**config.mk**
```make
export PLATFORM = sky130hd
export DESIGN_NAME = host_message_port
export DESIGN_NICKNAME = d
export VERILOG_FILES = /design/src/rtl/msg_port_pkg.sv /design/src/rtl/host_message_port.sv
export SDC_FILE = /design/constraint.sdc
export NUM_CORES = 1
export LEC_CHECK = 0
export BUFFER_PORTS_ARGS = -buffer_cell sky130_fd_sc_hd__buf_4
export CAP_MARGIN = 25
export CORE_UTILIZATION = 30
export CTS_CLUSTER_DIAMETER = 120
export DETAILED_ROUTE_END_ITERATION = 7
export GPL_ROUTABILITY_DRIVEN = 0
export PLACE_DENSITY = 0.45
export SYNTH_ARGS = -nofsm -noshare
export SYNTH_HDL_FRONTEND = slang
export SYNTH_SLANG_ARGS = --single-unit
export TNS_END_PERCENT = 5
```
**constraint.sdc**
```tcl
create_clock -name clk -period 2.9 [get_ports clk]
set_input_delay 0 -clock clk [delete_from_list [all_inputs] [get_ports clk]]
set_output_delay 0 -clock clk [all_outputs]
set_load 0.02 [all_outputs]
```
**src/rtl/msg_port_pkg.sv**
```systemverilog
package msg_port_pkg;
    localparam logic [7:0] PTR_RESET = 8'hff;
    localparam logic [7:0] REG_STREAM = 8'hff;
    localparam logic [7:0] REG_CNT_HI = 8'hfd;
    localparam logic [7:0] REG_CNT_LO = 8'hfe;
    localparam logic [7:0] IDLE_BYTE = 8'hff;
    localparam logic [7:0] RESERVED_BYTE = 8'h00;
    localparam logic [5:0] FF_LIMIT = 6'h32;
    localparam logic [3:0] BITS_PER_BYTE = 4'h8;
    localparam int FIFO_DEPTH = 32;
    localparam int BYTE_W = 8;

    // Synchronised pin sample
    typedef struct packed {
        logic scl;
        logic sda;
        logic cs_n;
        logic sck;
        logic mosi;
        logic if_sel;
    } pins_t;

    localparam pins_t PINS_IDLE = '1;

    // Outbound message byte from the application
    typedef struct packed {
        logic valid;
        logic first;
        logic [7:0] data;
    } tx_beat_t;

    // Inbound byte for the message parser
    typedef struct packed {
        logic valid;
        logic [7:0] data;
    } rx_beat_t;

    typedef enum logic [2:0] {I_IDLE, I_RX, I_ACK, I_TX, I_MACK} i2c_state_t;
endpackage : msg_port_pkg

```
**src/rtl/host_message_port.sv**
```systemverilog
`timescale 1ns/1ps
`default_nettype none

// Output message queue
module byte_fifo #(
    parameter int WIDTH = 8,
    parameter int DEPTH = 32
) (
    input wire logic clk,
    input wire logic sys_rst,
    input wire logic [WIDTH-1:0] in_data,
    input wire logic in_valid,
    output logic in_ready,
    output logic [WIDTH-1:0] out_data,
    output logic out_valid,
    input wire logic out_ready,
    output logic [$clog2(DEPTH+1)-1:0] count
);
    localparam int AW = $clog2(DEPTH);
    localparam int CW = $clog2(DEPTH+1);

    // Pointers wrap naturally, so depth must be a power of two
    generate
        if (DEPTH < 2 || (DEPTH & (DEPTH - 1)) != 0 || WIDTH < 1) begin : g_bad
            $error("byte_fifo: DEPTH must be a power of two of at least 2");
        end
    endgenerate

    typedef struct packed {
        logic [DEPTH-1:0][WIDTH-1:0] mem;
        logic [AW-1:0] wr;
        logic [AW-1:0] rd;
        logic [CW-1:0] cnt;
        logic full;
        logic empty;
    } fifo_state_t;

    fifo_state_t st;
    fifo_state_t next_st;
    logic push;
    logic pop;

    // Push, pop and flag update
    always_comb begin
        next_st = st;
        push = in_valid && !st.full;
        pop = out_ready && !st.empty;
        if (push) begin
            next_st.mem[st.wr] = in_data;
            next_st.wr = st.wr + 1'b1;
        end
        if (pop) begin
            next_st.rd = st.rd + 1'b1;
        end
        if (push && !pop) begin
            next_st.cnt = st.cnt + 1'b1;
        end else if (pop && !push) begin
            next_st.cnt = st.cnt - 1'b1;
        end
        next_st.full = (next_st.cnt == CW'(DEPTH));
        next_st.empty = (next_st.cnt == '0);
    end

    // State register
    always_ff @(posedge clk) begin
        if (sys_rst) begin
            st <= '0;
            st.empty <= 1'b1;
        end else begin
            st <= next_st;
        end
    end

    assign in_ready = !st.full;
    assign out_valid = !st.empty;
    assign out_data = st.mem[st.rd];
    assign count = st.cnt;
endmodule : byte_fifo

// Two-wire and four-wire host message port
module host_message_port #(
    parameter int DEPTH = msg_port_pkg::FIFO_DEPTH
) (
    input wire logic clk,
    input wire logic sys_rst,
    input wire logic scl_i,
    input wire logic sda_i,
    output logic sda_o,
    output logic sda_oe_n,
    input wire logic spi_cs_n,
    input wire logic spi_sck,
    input wire logic spi_mosi,
    output logic spi_miso,
    input wire logic if_sel,
    input wire logic [7:0] dev_addr,
    input wire msg_port_pkg::tx_beat_t tx_in,
    output logic tx_ready,
    output msg_port_pkg::rx_beat_t rx_out
);
    localparam int CW = $clog2(DEPTH+1);

    generate
        if (CW > 16) begin : g_bad
            $error("host_message_port: DEPTH too large for the 16-bit count");
        end
    endgenerate

    typedef struct packed {
        msg_port_pkg::pins_t s1;
        msg_port_pkg::pins_t s2;
        msg_port_pkg::pins_t s3;
        msg_port_pkg::i2c_state_t ist;
        logic [3:0] ibit;
        logic [7:0] ish;
        logic [7:0] itx;
        logic first;
        logic rw;
        logic [1:0] wcount;
        logic [7:0] hold;
        logic [7:0] ptr;
        logic [15:0] cap;
        logic mack;
        logic sda_oe_n;
        logic [2:0] sbit;
        logic [7:0] ssh;
        logic [7:0] stx;
        logic [5:0] ffrun;
        logic miso;
        msg_port_pkg::rx_beat_t rx;
    } port_state_t;

    port_state_t st;
    port_state_t next_st;
    msg_port_pkg::pins_t pins;
    logic [7:0] head;
    logic fifo_valid;
    logic fifo_in_valid;
    logic fifo_ready;
    logic [CW-1:0] fifo_count;
    logic [15:0] count16;
    logic pop;
    logic i2c_load;
    logic spi_load;
    logic ptr_load;
    logic spi_byte;
    logic [7:0] spi_data;
    logic [7:0] rd_byte;
    logic [7:0] stream_byte;
    logic scl_rise;
    logic scl_fall;
    logic start;
    logic stop;
    logic sck_rise;
    logic sck_fall;
    logic cs_fall;

    // Byte returned for a register read
    function automatic logic [7:0] reg_byte(input logic [7:0] idx, input logic have,
                                            input logic [7:0] data, input logic [15:0] cnt,
                                            input logic [15:0] cap);
        if (idx == msg_port_pkg::REG_STREAM) begin
            reg_byte = have ? data : msg_port_pkg::IDLE_BYTE;
        end else if (idx == msg_port_pkg::REG_CNT_HI) begin
            reg_byte = cnt[15:8];
        end else if (idx == msg_port_pkg::REG_CNT_LO) begin
            reg_byte = cap[7:0];
        end else begin
            reg_byte = msg_port_pkg::RESERVED_BYTE;
        end
    endfunction : reg_byte

    // A message may not open with the idle value; such a byte is swallowed
    assign fifo_in_valid = tx_in.valid &&
        !(tx_in.first && tx_in.data == msg_port_pkg::IDLE_BYTE);

    byte_fifo #(
        .WIDTH(msg_port_pkg::BYTE_W),
        .DEPTH(DEPTH)
    ) u_fifo (
        .clk(clk),
        .sys_rst(sys_rst),
        .in_data(tx_in.data),
        .in_valid(fifo_in_valid),
        .in_ready(fifo_ready),
        .out_data(head),
        .out_valid(fifo_valid),
        .out_ready(pop),
        .count(fifo_count)
    );

    // Pin bundle and edge detection on synchronised samples
    assign pins = '{scl: scl_i, sda: sda_i, cs_n: spi_cs_n, sck: spi_sck,
                    mosi: spi_mosi, if_sel: if_sel};
    assign count16 = 16'(fifo_count);
    assign scl_rise = st.s2.scl && !st.s3.scl;
    assign scl_fall = !st.s2.scl && st.s3.scl;
    assign start = st.s2.scl && st.s3.scl && !st.s2.sda && st.s3.sda;
    assign stop = st.s2.scl && st.s3.scl && st.s2.sda && !st.s3.sda;
    assign sck_rise = st.s2.sck && !st.s3.sck;
    assign sck_fall = !st.s2.sck && st.s3.sck;
    assign cs_fall = !st.s2.cs_n && st.s3.cs_n;
    assign rd_byte = reg_byte(st.ptr, fifo_valid, head, count16, st.cap);
    assign stream_byte = reg_byte(msg_port_pkg::REG_STREAM, fifo_valid, head, count16, st.cap);

    // Next-state logic for both ports
    always_comb begin
        next_st = st;
        i2c_load = 1'b0;
        spi_load = 1'b0;
        ptr_load = 1'b0;
        spi_byte = 1'b0;
        spi_data = {st.ssh[6:0], st.s2.mosi};
        next_st.s1 = pins;
        next_st.s2 = st.s1;
        next_st.s3 = st.s2;
        next_st.rx.valid = 1'b0;
        // Two-wire slave, only while select is high
        if (!st.s2.if_sel) begin
            next_st.ist = msg_port_pkg::I_IDLE;
            next_st.sda_oe_n = 1'b1;
            next_st.wcount = 2'h0;
        end else if (start || stop) begin
            if (!st.rw && st.wcount == 2'h1) begin
                next_st.ptr = st.hold;
                ptr_load = 1'b1;
            end else if (!st.rw && st.wcount == 2'h2) begin
                next_st.rx.valid = 1'b1;
                next_st.rx.data = st.hold;
            end
            next_st.wcount = 2'h0;
            next_st.rw = 1'b0;
            next_st.sda_oe_n = 1'b1;
            next_st.ibit = 4'h0;
            next_st.first = 1'b1;
            next_st.ist = start ? msg_port_pkg::I_RX : msg_port_pkg::I_IDLE;
        end else begin
            case (st.ist)
                msg_port_pkg::I_RX: begin
                    if (scl_rise) begin
                        next_st.ish = {st.ish[6:0], st.s2.sda};
                        next_st.ibit = st.ibit + 4'h1;
                    end else if (scl_fall && st.ibit == msg_port_pkg::BITS_PER_BYTE) begin
                        next_st.ibit = 4'h0;
                        if (st.first) begin
                            next_st.first = 1'b0;
                            if (st.ish[7:1] == dev_addr[7:1]) begin
                                next_st.rw = st.ish[0];
                                next_st.sda_oe_n = 1'b0;
                                next_st.ist = msg_port_pkg::I_ACK;
                            end else begin
                                next_st.ist = msg_port_pkg::I_IDLE;
                            end
                        end else begin
                            // Last byte is held back until the transfer shows its length
                            if (st.wcount != 2'h0) begin
                                next_st.rx.valid = 1'b1;
                                next_st.rx.data = st.hold;
                            end
                            next_st.hold = st.ish;
                            next_st.wcount = 2'h2 - {1'b0, (st.wcount == 2'h0)};
                            next_st.sda_oe_n = 1'b0;
                            next_st.ist = msg_port_pkg::I_ACK;
                        end
                    end
                end
                msg_port_pkg::I_ACK: begin
                    if (scl_fall && st.rw) begin
                        i2c_load = 1'b1;
                    end else if (scl_fall) begin
                        next_st.sda_oe_n = 1'b1;
                        next_st.ist = msg_port_pkg::I_RX;
                    end
                end
                msg_port_pkg::I_TX: begin
                    if (scl_fall && st.ibit == msg_port_pkg::BITS_PER_BYTE) begin
                        next_st.sda_oe_n = 1'b1;
                        next_st.ist = msg_port_pkg::I_MACK;
                    end else if (scl_fall) begin
                        next_st.itx = {st.itx[6:0], 1'b1};
                        next_st.sda_oe_n = st.itx[6];
                        next_st.ibit = st.ibit + 4'h1;
                    end
                end
                msg_port_pkg::I_MACK: begin
                    if (scl_rise) begin
                        next_st.mack = !st.s2.sda;
                    end else if (scl_fall && st.mack) begin
                        i2c_load = 1'b1;
                    end else if (scl_fall) begin
                        next_st.ist = msg_port_pkg::I_IDLE;
                    end
                end
                default: begin
                end
            endcase
        end
        // Load the next read byte from the register pointer
        if (i2c_load) begin
            next_st.itx = rd_byte;
            next_st.sda_oe_n = rd_byte[7];
            next_st.ibit = 4'h1;
            next_st.ist = msg_port_pkg::I_TX;
            if (st.ptr != msg_port_pkg::REG_STREAM) begin
                next_st.ptr = st.ptr + 8'h01;
            end
            if (st.ptr == msg_port_pkg::REG_CNT_HI) begin
                next_st.cap = count16;
            end
        end
        // Four-wire slave, mode 0, stream only
        if (st.s2.if_sel || st.s2.cs_n) begin
            next_st.sbit = 3'h0;
            next_st.miso = 1'b1;
        end else if (cs_fall) begin
            spi_load = 1'b1;
        end else if (sck_rise) begin
            next_st.ssh = spi_data;
            next_st.sbit = st.sbit + 3'h1;
            spi_byte = (st.sbit == 3'h7);
        end else if (sck_fall && st.sbit == 3'h0) begin
            spi_load = 1'b1;
        end else if (sck_fall) begin
            next_st.stx = {st.stx[6:0], 1'b1};
            next_st.miso = st.stx[6];
        end
        // Idle filter on received bytes
        if (spi_byte && spi_data != msg_port_pkg::IDLE_BYTE) begin
            next_st.rx.valid = 1'b1;
            next_st.rx.data = spi_data;
            next_st.ffrun = 6'h00;
        end else if (spi_byte && st.ffrun < msg_port_pkg::FF_LIMIT) begin
            next_st.rx.valid = 1'b1;
            next_st.rx.data = spi_data;
            next_st.ffrun = st.ffrun + 6'h01;
        end
        if (spi_load) begin
            next_st.stx = stream_byte;
            next_st.miso = stream_byte[7];
        end
        pop = fifo_valid && (spi_load || (i2c_load && st.ptr == msg_port_pkg::REG_STREAM));
    end

    // State register
    always_ff @(posedge clk) begin
        if (sys_rst) begin
            st <= '0;
            st.s1 <= msg_port_pkg::PINS_IDLE;
            st.s2 <= msg_port_pkg::PINS_IDLE;
            st.s3 <= msg_port_pkg::PINS_IDLE;
            st.ptr <= msg_port_pkg::PTR_RESET;
            st.sda_oe_n <= 1'b1;
            st.miso <= 1'b1;
        end else begin
            st <= next_st;
        end
    end

    // Outputs
    assign sda_o = 1'b0;
    assign sda_oe_n = st.sda_oe_n;
    assign spi_miso = st.miso;
    assign rx_out = st.rx;
    assign tx_ready = fifo_ready;
endmodule : host_message_port

`default_nettype wire

```
==> results.py, run 1 <==
metrics = {
    "layout": {
        "design_area_sq_um": 19600,
        "drive_gt1_share_pct": 16.5,
        "syn2layout_area_growth_pct": 15.9,
        "fillers": 5700,
        "antenna_cells": 0,
        "layout.nets": 1748,
    },
    "placement": {
        "dp_hpwl_mm": 29.1,
        "port_buffers": 36,
        "place_ws_ps": 323,
        "dpl_cell_area_sq_um": 18000,
    },
    "floorplan": {
        "die-area_sq_um": 57200,
        "core_sq_um": 55300,
        "io_pins": 39,
        "dieHeight_microns": 239,
        "fp.dieW_microns": 239,
        "start_util_pct": 30.5,
        "rows": 86,
    },
    "setup_path": {
        "path_buf_inv": 1,
        "critPathKind": "reg2reg",
        "start_kind": "flop",
        "cpMaxStageDelayCell": "dfxtp_4",
        "endpoint_kind": "flop",
        "crit_chain": "buf_12 -> mux4_2 -> mux4_2 -> mux2_2 -> nor3_1 -> nor3_1",
        "critical-path-top-delay-family": "multiplexers",
        "critPathRequiredTime_ps": 3320,
        "critPathMaxStageDelay_ps": 530,
        "cp.arrival_ps": 2970,
        "worst-path-max-fanout": 18,
    },
    "yosys": {
        "synth_area_sq_um": 16900,
        "synth_edf_count": 0,
        "synth_commonest_cells": "dfxtp_1 (373), nor2_1 (319), mux2i_1 (309)",
        "yosysTopAreaCellShare_pct": 44.3,
        "ys_seq_area_share_pct": 44.3,
        "syn_inst": 1689,
        "synth.distinct_cells": 80,
        "yosysMostFrequentCell": "dfxtp_1",
        "synthesis.nets": 1731,
        "syn_avg_cell_area_sq_um": 9.99,
        "async_reset_ff_share_pct": 0,
        "synth_top_area_cell": "dfxtp_1",
        "yosys-top-cells-area": "dfxtp_1 (44%), mux2i_1 (18%), mux4_2 (8.3%)",
        "ys.flop_type": "dfxtp_1",
        "ys_warn_count": 0,
        "synth-seq-cells": 373,
    },
    "clock_tree": {
        "cts_resized": 0,
        "clk_pin_slew_ps": 60,
        "cts-buffers-inserted": 44,
        "clockRootBuffer": "clkbuf_16",
        "htree_levels": 2,
        "postCtsSetupBuffers": 0,
        "clkLatencyLatePin_ps": 580,
        "cts_tree": "yes",
        "clock_path_buffers": 3,
        "clock-sinks": 373,
    },
    "timing": {
        "worst_clock_skew_ps": 25.4,
        "fmax_ghz": 0.392,
        "setup_violations": 0,
        "hold_viol_final": 0,
        "max_slew_margin_pct": 42.7,
        "finalCritPeriodShare_pct": 88.0,
        "slew_viol_final": 0,
        "setup_ws_ps": 349,
        "finalCriticalPeriod_ps": 2550,
        "rsz0062_at_grt": "false",
        "tightest_slew_ps": 859,
        "tns_ps": 0,
    },
    "grt": {
        "antenna_found_initial": 0,
        "grt_pass1_vias": 12000,
        "overflow": 0,
        "grt_pass1_wl_mm": 71.5,
        "grt_start_max_net_pins": 126,
        "grt_use_total_pct": 16.2,
    },
    "power": {
        "internal_power_mw": 8.56,
        "switching_share_pct": 23.4,
        "leakagePower_nw": 6.49,
        "ir_worst_vdd_uv": 372,
        "clockPowerShare_pct": 48.6,
        "p_switching_mw": 2.62,
        "combPwrFrac_pct": 4.8,
        "power_density_nw_per_um2": 572,
        "seqPwrFrac_pct": 46.6,
    },
    "routing": {
        "via_count": 12000,
        "drt_iter0_markers": 769,
        "drc": 0,
        "firstDrtPassIters": 5,
        "wl_per_cell_microns": 18.3,
        "ant_nets": 0,
        "wl_mm": 45.5,
        "avgViaCountPerCell": 4.85,
    },
    "job": {
        "cap_violations": 0,
    },
    "outcome": {
        "outcome": "finished, final reports clean",
    },
    "min_path": {
        "hold_class": "in2reg",
    },
}
## stage by stage
step / total power, mW / util [%] / hold WS, ps / cells
floorplan: 5.66 / - / 104 / 1689
global placement: 5.85 / 32.6 / 194 / 2394
detailed placement: 5.85 / 32.6 / 193 / 2394
CTS: 11.4 / 35.4 / 16.7 / 2484
global route: 11.6 / 35.4 / 32.6 / 2484
finish: 11.2 / 35.4 / 47.7 / 2484
## routing by layer
layer  vias to the layer above  global-route usage, %  share of wire [%]
met1                      5846                   22.0                 47
met2                       186                   26.6                 47
met4                         0                   4.91                2.1
met3                        64                   2.22                3.4
li1                       5943                      -                  -
met5                         -                      0                  0
## area by class of cell
type	instances	area [sq um]	area share, %
Multi-Input combinational cell	1163	8730	44.7
Sequential cell	373	7480	38.2
Clock buffer	67	1320	6.74
Timing Repair Buffer	105	943	4.82
Tap cell	748	936	4.78
Clock inverter	9	80.1	0.409
Inverter	19	71.3	0.365
## worst paths after layout
kind	from	to	slack (ps)	depth (start not counted)
hold / removal	tx_in[7]	u_fifo.st[249]	50	4
setup reg to reg	u_fifo.st[8]	st[22]	350	6
hold reg to reg	next_st[107]	next_st[101]	410	1
setup / recovery	u_fifo.st[8]	st[22]	350	6
## flip-flops by register name, indices dropped and copies added (netlist names)
name / count
next_st: 12
sda_oe_n: 1
spi_data: 7
rx_out: 9
u_fifo.count: 6
st: 69
u_fifo.st: 268
spi_miso: 1
## cell families after synthesis
logic type / count (synthesis) / synth area share, %
buf+inv: 153 / 4.01
mux: 372 / 26.7
fa+ha+maj: 17 / 1.25
other cells: 1 / 0.0222
simple gates: 547 / 14.7
compound gates: 195 / 7.50
xor+xnor: 31 / 1.61
flops: 373 / 44.3
## power by group through the flow
stage | combinational (mW) | clock [mW] | sequential, mW
after floorplan | 0.354 | 0 | 5.31
after global placement | 0.525 | 0 | 5.33
after detailed placement | 0.528 | 0 | 5.33
after CTS | 0.544 | 5.64 | 5.21
after global routing | 0.591 | 5.82 | 5.22
final | 0.539 | 5.43 | 5.21
## repair_timing
action / 4_1_cts / 5_1_grt
hold buffers: 14 / 0
endpoints found under the hold margin: 97 / 0
setup endpoints to repair: 0 / 0
## cells in the final DEF, fill, tap and decap left out, drive strengths merged, types with 21 or more instances in the layout
cell	count
a21oi	60
a22oi	24
buf	91
clkbuf	67
dfxtp	373
inv	21
mux2i	309
mux4	62
nand2	84
nor2	348
o21ai	44
## tightest hold or removal path, cell delays in order
cell and delay [ps]:
buf_4 150, buf_4 270, nand2_1 100, a21oi_1 50
Power figures use the tool's default switching activity.
==> run 2, diff against run 1 <==
--- a/config.mk
+++ b/config.mk
@@ -7,11 +7,11 @@
 export LEC_CHECK = 0
 export BUFFER_PORTS_ARGS = -buffer_cell sky130_fd_sc_hd__buf_4
 export CAP_MARGIN = 25
-export CORE_UTILIZATION = 30
+export CORE_UTILIZATION = 63
 export CTS_CLUSTER_DIAMETER = 120
 export DETAILED_ROUTE_END_ITERATION = 7
 export GPL_ROUTABILITY_DRIVEN = 0
-export PLACE_DENSITY = 0.45
+export PLACE_DENSITY = 0.81
 export SYNTH_ARGS = -nofsm -noshare
 export SYNTH_HDL_FRONTEND = slang
 export SYNTH_SLANG_ARGS = --single-unit
==> results.py, run 2 (same netlist as run 1, synthesis figures left out) <==
metrics = {
    "outcome": {
        "outcome": "complete, but fails checks",
        "violations": "design-rule violations",
    },
    "layout": {
        "layout.nets": 1744,
        "top_register": "u_fifo.st",
        "antenna_cells": 0,
        "syn2layout_area_growth_pct": 11.8,
        "fillers": 1886,
        "design_area_sq_um": 18900,
        "register_area_sq_um": 7480,
        "largest_reg_flops": 268,
        "layout_common_cells": "dfxtp_1 (370), nor2_1 (319), mux2i_1 (309)",
        "multi_input_area_sq_um": 8730,
        "drive_gt1_share_pct": 16.3,
        "final_common_cell": "dfxtp_1",
    },
    "timing": {
        "rsz0062_at_grt": "false",
        "slew_viol_final": 0,
        "finalCritPeriodShare_pct": 93.8,
        "setup_violations": 0,
        "tns_ps": 0,
        "max_slew_margin_pct": 42.4,
        "tightest_slew_ps": 864,
        "setup_ws_ps": 180,
        "finalCriticalPeriod_ps": 2720,
        "hold_viol_final": 0,
        "worst_clock_skew_ps": 14.5,
        "fmax_ghz": 0.368,
    },
    "grt": {
        "antenna_found_initial": 0,
        "grt_start_max_net_pins": 139,
        "grt_pass1_vias": 12000,
        "grt_use_total_pct": 27.5,
        "grt_pass1_wl_mm": 61.7,
        "overflow": 0,
    },
    "floorplan": {
        "io_pins": 39,
        "dieHeight_microns": 166,
        "core_sq_um": 26100,
        "rows": 59,
        "die-area_sq_um": 27400,
        "start_util_pct": 64.6,
        "fp.dieW_microns": 166,
    },
    "setup_path": {
        "endpoint_kind": "flop",
        "crit_chain": "dlygate4sd3_1 -> buf_4 -> nand3_1 -> o311a_1 -> nand2_1 -> buf_4 -> nor2_1 -> nand2_1 -> a21oi_1",
        "worst-path-max-fanout": 33,
        "critPathKind": "in2reg",
        "cpMaxStageDelayCell": "dlygate4sd3_1",
        "critPathRequiredTime_ps": 3340,
        "path_buf_inv": 3,
        "ff2ff_path_depth": 9,
        "start_kind": "input pin",
        "critPathMaxStageDelay_ps": 550,
        "cp.arrival_ps": 3160,
        "critical-path-top-delay-family": "simple AND/OR/NAND/NOR gates",
        "timing.critical_path.depth": 9,
    },
    "routing": {
        "firstDrtPassIters": 7,
        "wl_per_cell_microns": 18.2,
        "wl_met3_mm": 1.60,
        "dr_wl_met2_mm": 18.5,
        "drc": 16,
        "via_count": 12200,
        "drt-met1-wl_mm": 16.7,
        "ant_nets": 0,
        "top_layer": "met4",
        "drt_iter0_markers": 948,
        "wl_mm": 37.6,
        "avgViaCountPerCell": 5.93,
    },
    "job": {
        "cap_violations": 0,
    },
    "placement": {
        "dpl_cell_area_sq_um": 17500,
        "dp_hpwl_mm": 24.8,
        "place_ws_ps": 336,
        "port_buffers": 36,
    },
    "min_path": {
        "holdPathStages": 2,
        "hold_class": "in2reg",
    },
    "clock_tree": {
        "clkLatencyLatePin_ps": 520,
        "postCtsSetupBuffers": 0,
        "clk_pin_slew_ps": 60,
        "clockRootBuffer": "clkbuf_16",
        "htree_levels": 2,
        "cts_tree": "yes",
        "cts-buffers-inserted": 39,
        "clock-sinks": 373,
        "clock_path_buffers": 3,
    },
    "power": {
        "leakagePower_nw": 6.41,
        "fin_total_pwr_mw": 10.5,
        "ir_worst_vdd_uv": 419,
        "power_density_nw_per_um2": 559,
    },
}
==> run 2: cell type report <==
cell class / count / share of cell area, %
timing repair buffer: 106 / 4.83
sequential: 373 / 39.6
multi-input combinational: 1163 / 46.3
inverter: 19 / 0.378
clock inverter: 3 / 0.226
tap: 335 / 2.22
clock buffer: 64 / 6.38
==> run 2: metrics by stage <==
stage / cells / util (%) / hold slack [ps]
after detailed placement: 1988 / 67.1 / 187
after global placement: 1988 / 67.1 / 186
after CTS: 2063 / 72.2 / 14.1
after global routing: 2063 / 72.2 / 45.0
after floorplan: 1689 / - / 104
final: 2063 / 72.2 / 1.82
==> run 2: timing repair <==
action,CTS,global route
hold buffers,8,0
endpoints found under the hold margin,29,0
gates resized for setup,0,0
==> run 2: path summary, 6_finish.rpt <==
kind,startpoint,endpoint,slack [ps]
worst max-delay path,tx_in[1],u_fifo.st[243],180
worst min-delay path,sys_rst,st[36],2
worst max register to register,st[32],u_fifo.st[0],370
worst min register to register,next_st[107],next_st[101],410
==> run 2: where the power goes <==
| part | internal, mW | switching (mW) | leakage, nW |
|---|---|---|---|
| clock | 2.90 | 1.92 | 0.605 |
| combinational | 0.181 | 0.323 | 2.79 |
| sequential | 5.17 | 0.0471 | 3.01 |
| total | 8.25 | 2.29 | 6.41 |
==> run 2: layer usage <==
| layer | global-route usage [%] | up-vias |
|---|---|---|
| met4 | 8.82 | 0 |
| li1 | - | 5922 |
| met3 | 3.85 | 69 |
| met5 | 0 | - |
| met2 | 47.7 | 273 |
| met1 | 35.5 | 5976 |
==> run 3, diff against run 2 <==
--- a/config.mk
+++ b/config.mk
@@ -8,9 +8,10 @@
 export BUFFER_PORTS_ARGS = -buffer_cell sky130_fd_sc_hd__buf_4
 export CAP_MARGIN = 25
 export CORE_UTILIZATION = 63
-export CTS_CLUSTER_DIAMETER = 120
+export CTS_CLUSTER_DIAMETER = 200
 export DETAILED_ROUTE_END_ITERATION = 7
 export GPL_ROUTABILITY_DRIVEN = 0
+export HOLD_SLACK_MARGIN = 0.03
 export PLACE_DENSITY = 0.81
 export SYNTH_ARGS = -nofsm -noshare
 export SYNTH_HDL_FRONTEND = slang
==> results.py, run 3 (same netlist as run 1, synthesis figures left out) <==
metrics = {
    "layout": {
        "multi_input_area_sq_um": 8730,
        "register_area_sq_um": 7480,
        "drive_gt1_share_pct": 16.2,
        "final_common_cell": "dfxtp_1",
        "largest_reg_flops": 268,
        "layout.nets": 1749,
        "layout_common_cells": "dfxtp_1 (370), nor2_1 (319), mux2i_1 (309)",
        "top_register": "u_fifo.st",
        "syn2layout_area_growth_pct": 12.1,
        "antenna_cells": 0,
        "fillers": 1879,
        "design_area_sq_um": 18900,
    },
    "grt": {
        "overflow": 0,
        "grt_pass1_vias": 12000,
        "grt_start_max_net_pins": 139,
        "grt_use_total_pct": 27.5,
        "grt_pass1_wl_mm": 61.7,
        "antenna_found_initial": 0,
    },
    "floorplan": {
        "fp.dieW_microns": 166,
        "core_sq_um": 26100,
        "rows": 59,
        "io_pins": 39,
        "start_util_pct": 64.6,
        "dieHeight_microns": 166,
        "die-area_sq_um": 27400,
    },
    "clock_tree": {
        "clock-sinks": 373,
        "clkLatencyLatePin_ps": 520,
        "postCtsSetupBuffers": 0,
        "hold_buffers": 13,
        "htree_levels": 2,
        "cts-buffers-inserted": 39,
        "clk_pin_slew_ps": 60,
        "cts_resized": 0,
        "cts_tree": "yes",
        "clock_path_buffers": 3,
        "clockRootBuffer": "clkbuf_16",
    },
    "routing": {
        "via_count": 12300,
        "firstDrtPassIters": 7,
        "drt_iter0_markers": 997,
        "avgViaCountPerCell": 5.93,
        "drc": 16,
        "wl_per_cell_microns": 18.2,
        "ant_nets": 0,
        "wl_mm": 37.6,
    },
    "placement": {
        "dpl_cell_area_sq_um": 17500,
        "port_buffers": 36,
        "dp_hpwl_mm": 24.8,
    },
    "setup_path": {
        "worst-path-max-fanout": 33,
        "path_buf_inv": 3,
        "critPathMaxStageDelay_ps": 550,
        "critPathKind": "in2reg",
        "critical-path-top-delay-family": "simple AND/OR/NAND/NOR gates",
        "start_kind": "input pin",
        "cpMaxStageDelayCell": "dlygate4sd3_1",
        "critPathRequiredTime_ps": 3340,
        "cp.arrival_ps": 3160,
        "endpoint_kind": "flop",
        "crit_chain": "dlygate4sd3_1 -> buf_4 -> nand3_1 -> o311a_1 -> nand2_1 -> buf_4 -> nor2_1 -> nand2_1 -> a21oi_1",
    },
    "timing": {
        "setup_violations": 0,
        "tns_ps": 0,
        "hold_viol_final": 0,
        "rsz0062_at_grt": "false",
        "tightest_slew_ps": 855,
        "worst_clock_skew_ps": 9.51,
        "slew_viol_final": 0,
        "finalCritPeriodShare_pct": 93.9,
        "max_slew_margin_pct": 43.0,
        "finalCriticalPeriod_ps": 2720,
        "fmax_ghz": 0.367,
    },
    "power": {
        "leakagePower_nw": 6.43,
        "ir_worst_vdd_uv": 416,
        "power_density_nw_per_um2": 558,
    },
    "min_path": {
        "hold_class": "in2reg",
    },
    "outcome": {
        "violations": "design-rule violations",
        "outcome": "complete, but fails checks",
    },
    "job": {
        "cap_violations": 0,
    },
}
==> run 3: power by group <==
group	leakage (nW)	internal (mW)	switching, mW
Clock	0.605	2.90	1.92
Sequential	3.01	5.17	0.0471
Combinational	2.81	0.185	0.325
==> run 3: metrics by stage <==
| stage | util, % | total power [mW] | setup WS (ps) | hold WS (ps) | std cells |
|---|---|---|---|---|---|
| after detailed placement | 67.1 | 5.81 | 336 | 187 | 1988 |
| after CTS | 72.3 | 10.6 | 256 | 54.8 | 2068 |
| after floorplan | - | 5.66 | 696 | 104 | 1689 |
| after global routing | 72.3 | 10.9 | 27.7 | 77.0 | 2068 |
| after global placement | 67.1 | 5.80 | 420 | 186 | 1988 |
| final | 72.3 | 10.5 | 176 | 67.3 | 2068 |
==> run 3: metal layers <==
layer	vias to the layer above	GRT usage, %	part of all wire, %	wire length (microns)
li1	5938	-	-	-
met1	5982	35.5	44	16400
met2	287	47.7	49	18600
met3	66	3.89	4.6	1740
met4	0	8.82	2.2	841
met5	-	0	0	0
==> run 3: worst register-to-register path, cell delays in order (launching register included) <==
cell      delay, ps
dfxtp_1         330
inv_1            70
ha_1            160
nor4bb_1        430
o211a_1         320
o21bai_4        290
mux2i_1         270
xor2_1          180
and4bb_1        210
a21o_1          170
==> run 3: area by class of cell <==
type / count / share of cell area (%)
Multi-Input combinational cell: 1163 / 46.2
Sequential cell: 373 / 39.5
Clock buffer: 64 / 6.36
Timing Repair Buffer: 111 / 5.08
Tap cell: 335 / 2.22
Inverter: 19 / 0.377
Clock inverter: 3 / 0.225
==> run 3: final timing paths <==
kind / from / endpoint / slack, ps / cells past startpoint
worst max-delay path: tx_in[1] / u_fifo.st[243] / 180 / 9
worst min-delay path: tx_in[0] / u_fifo.st[258] / 70 / 4
worst max register to register: st[32] / u_fifo.st[0] / 370 / 9
worst min register to register: next_st[107] / next_st[101] / 410 / 1
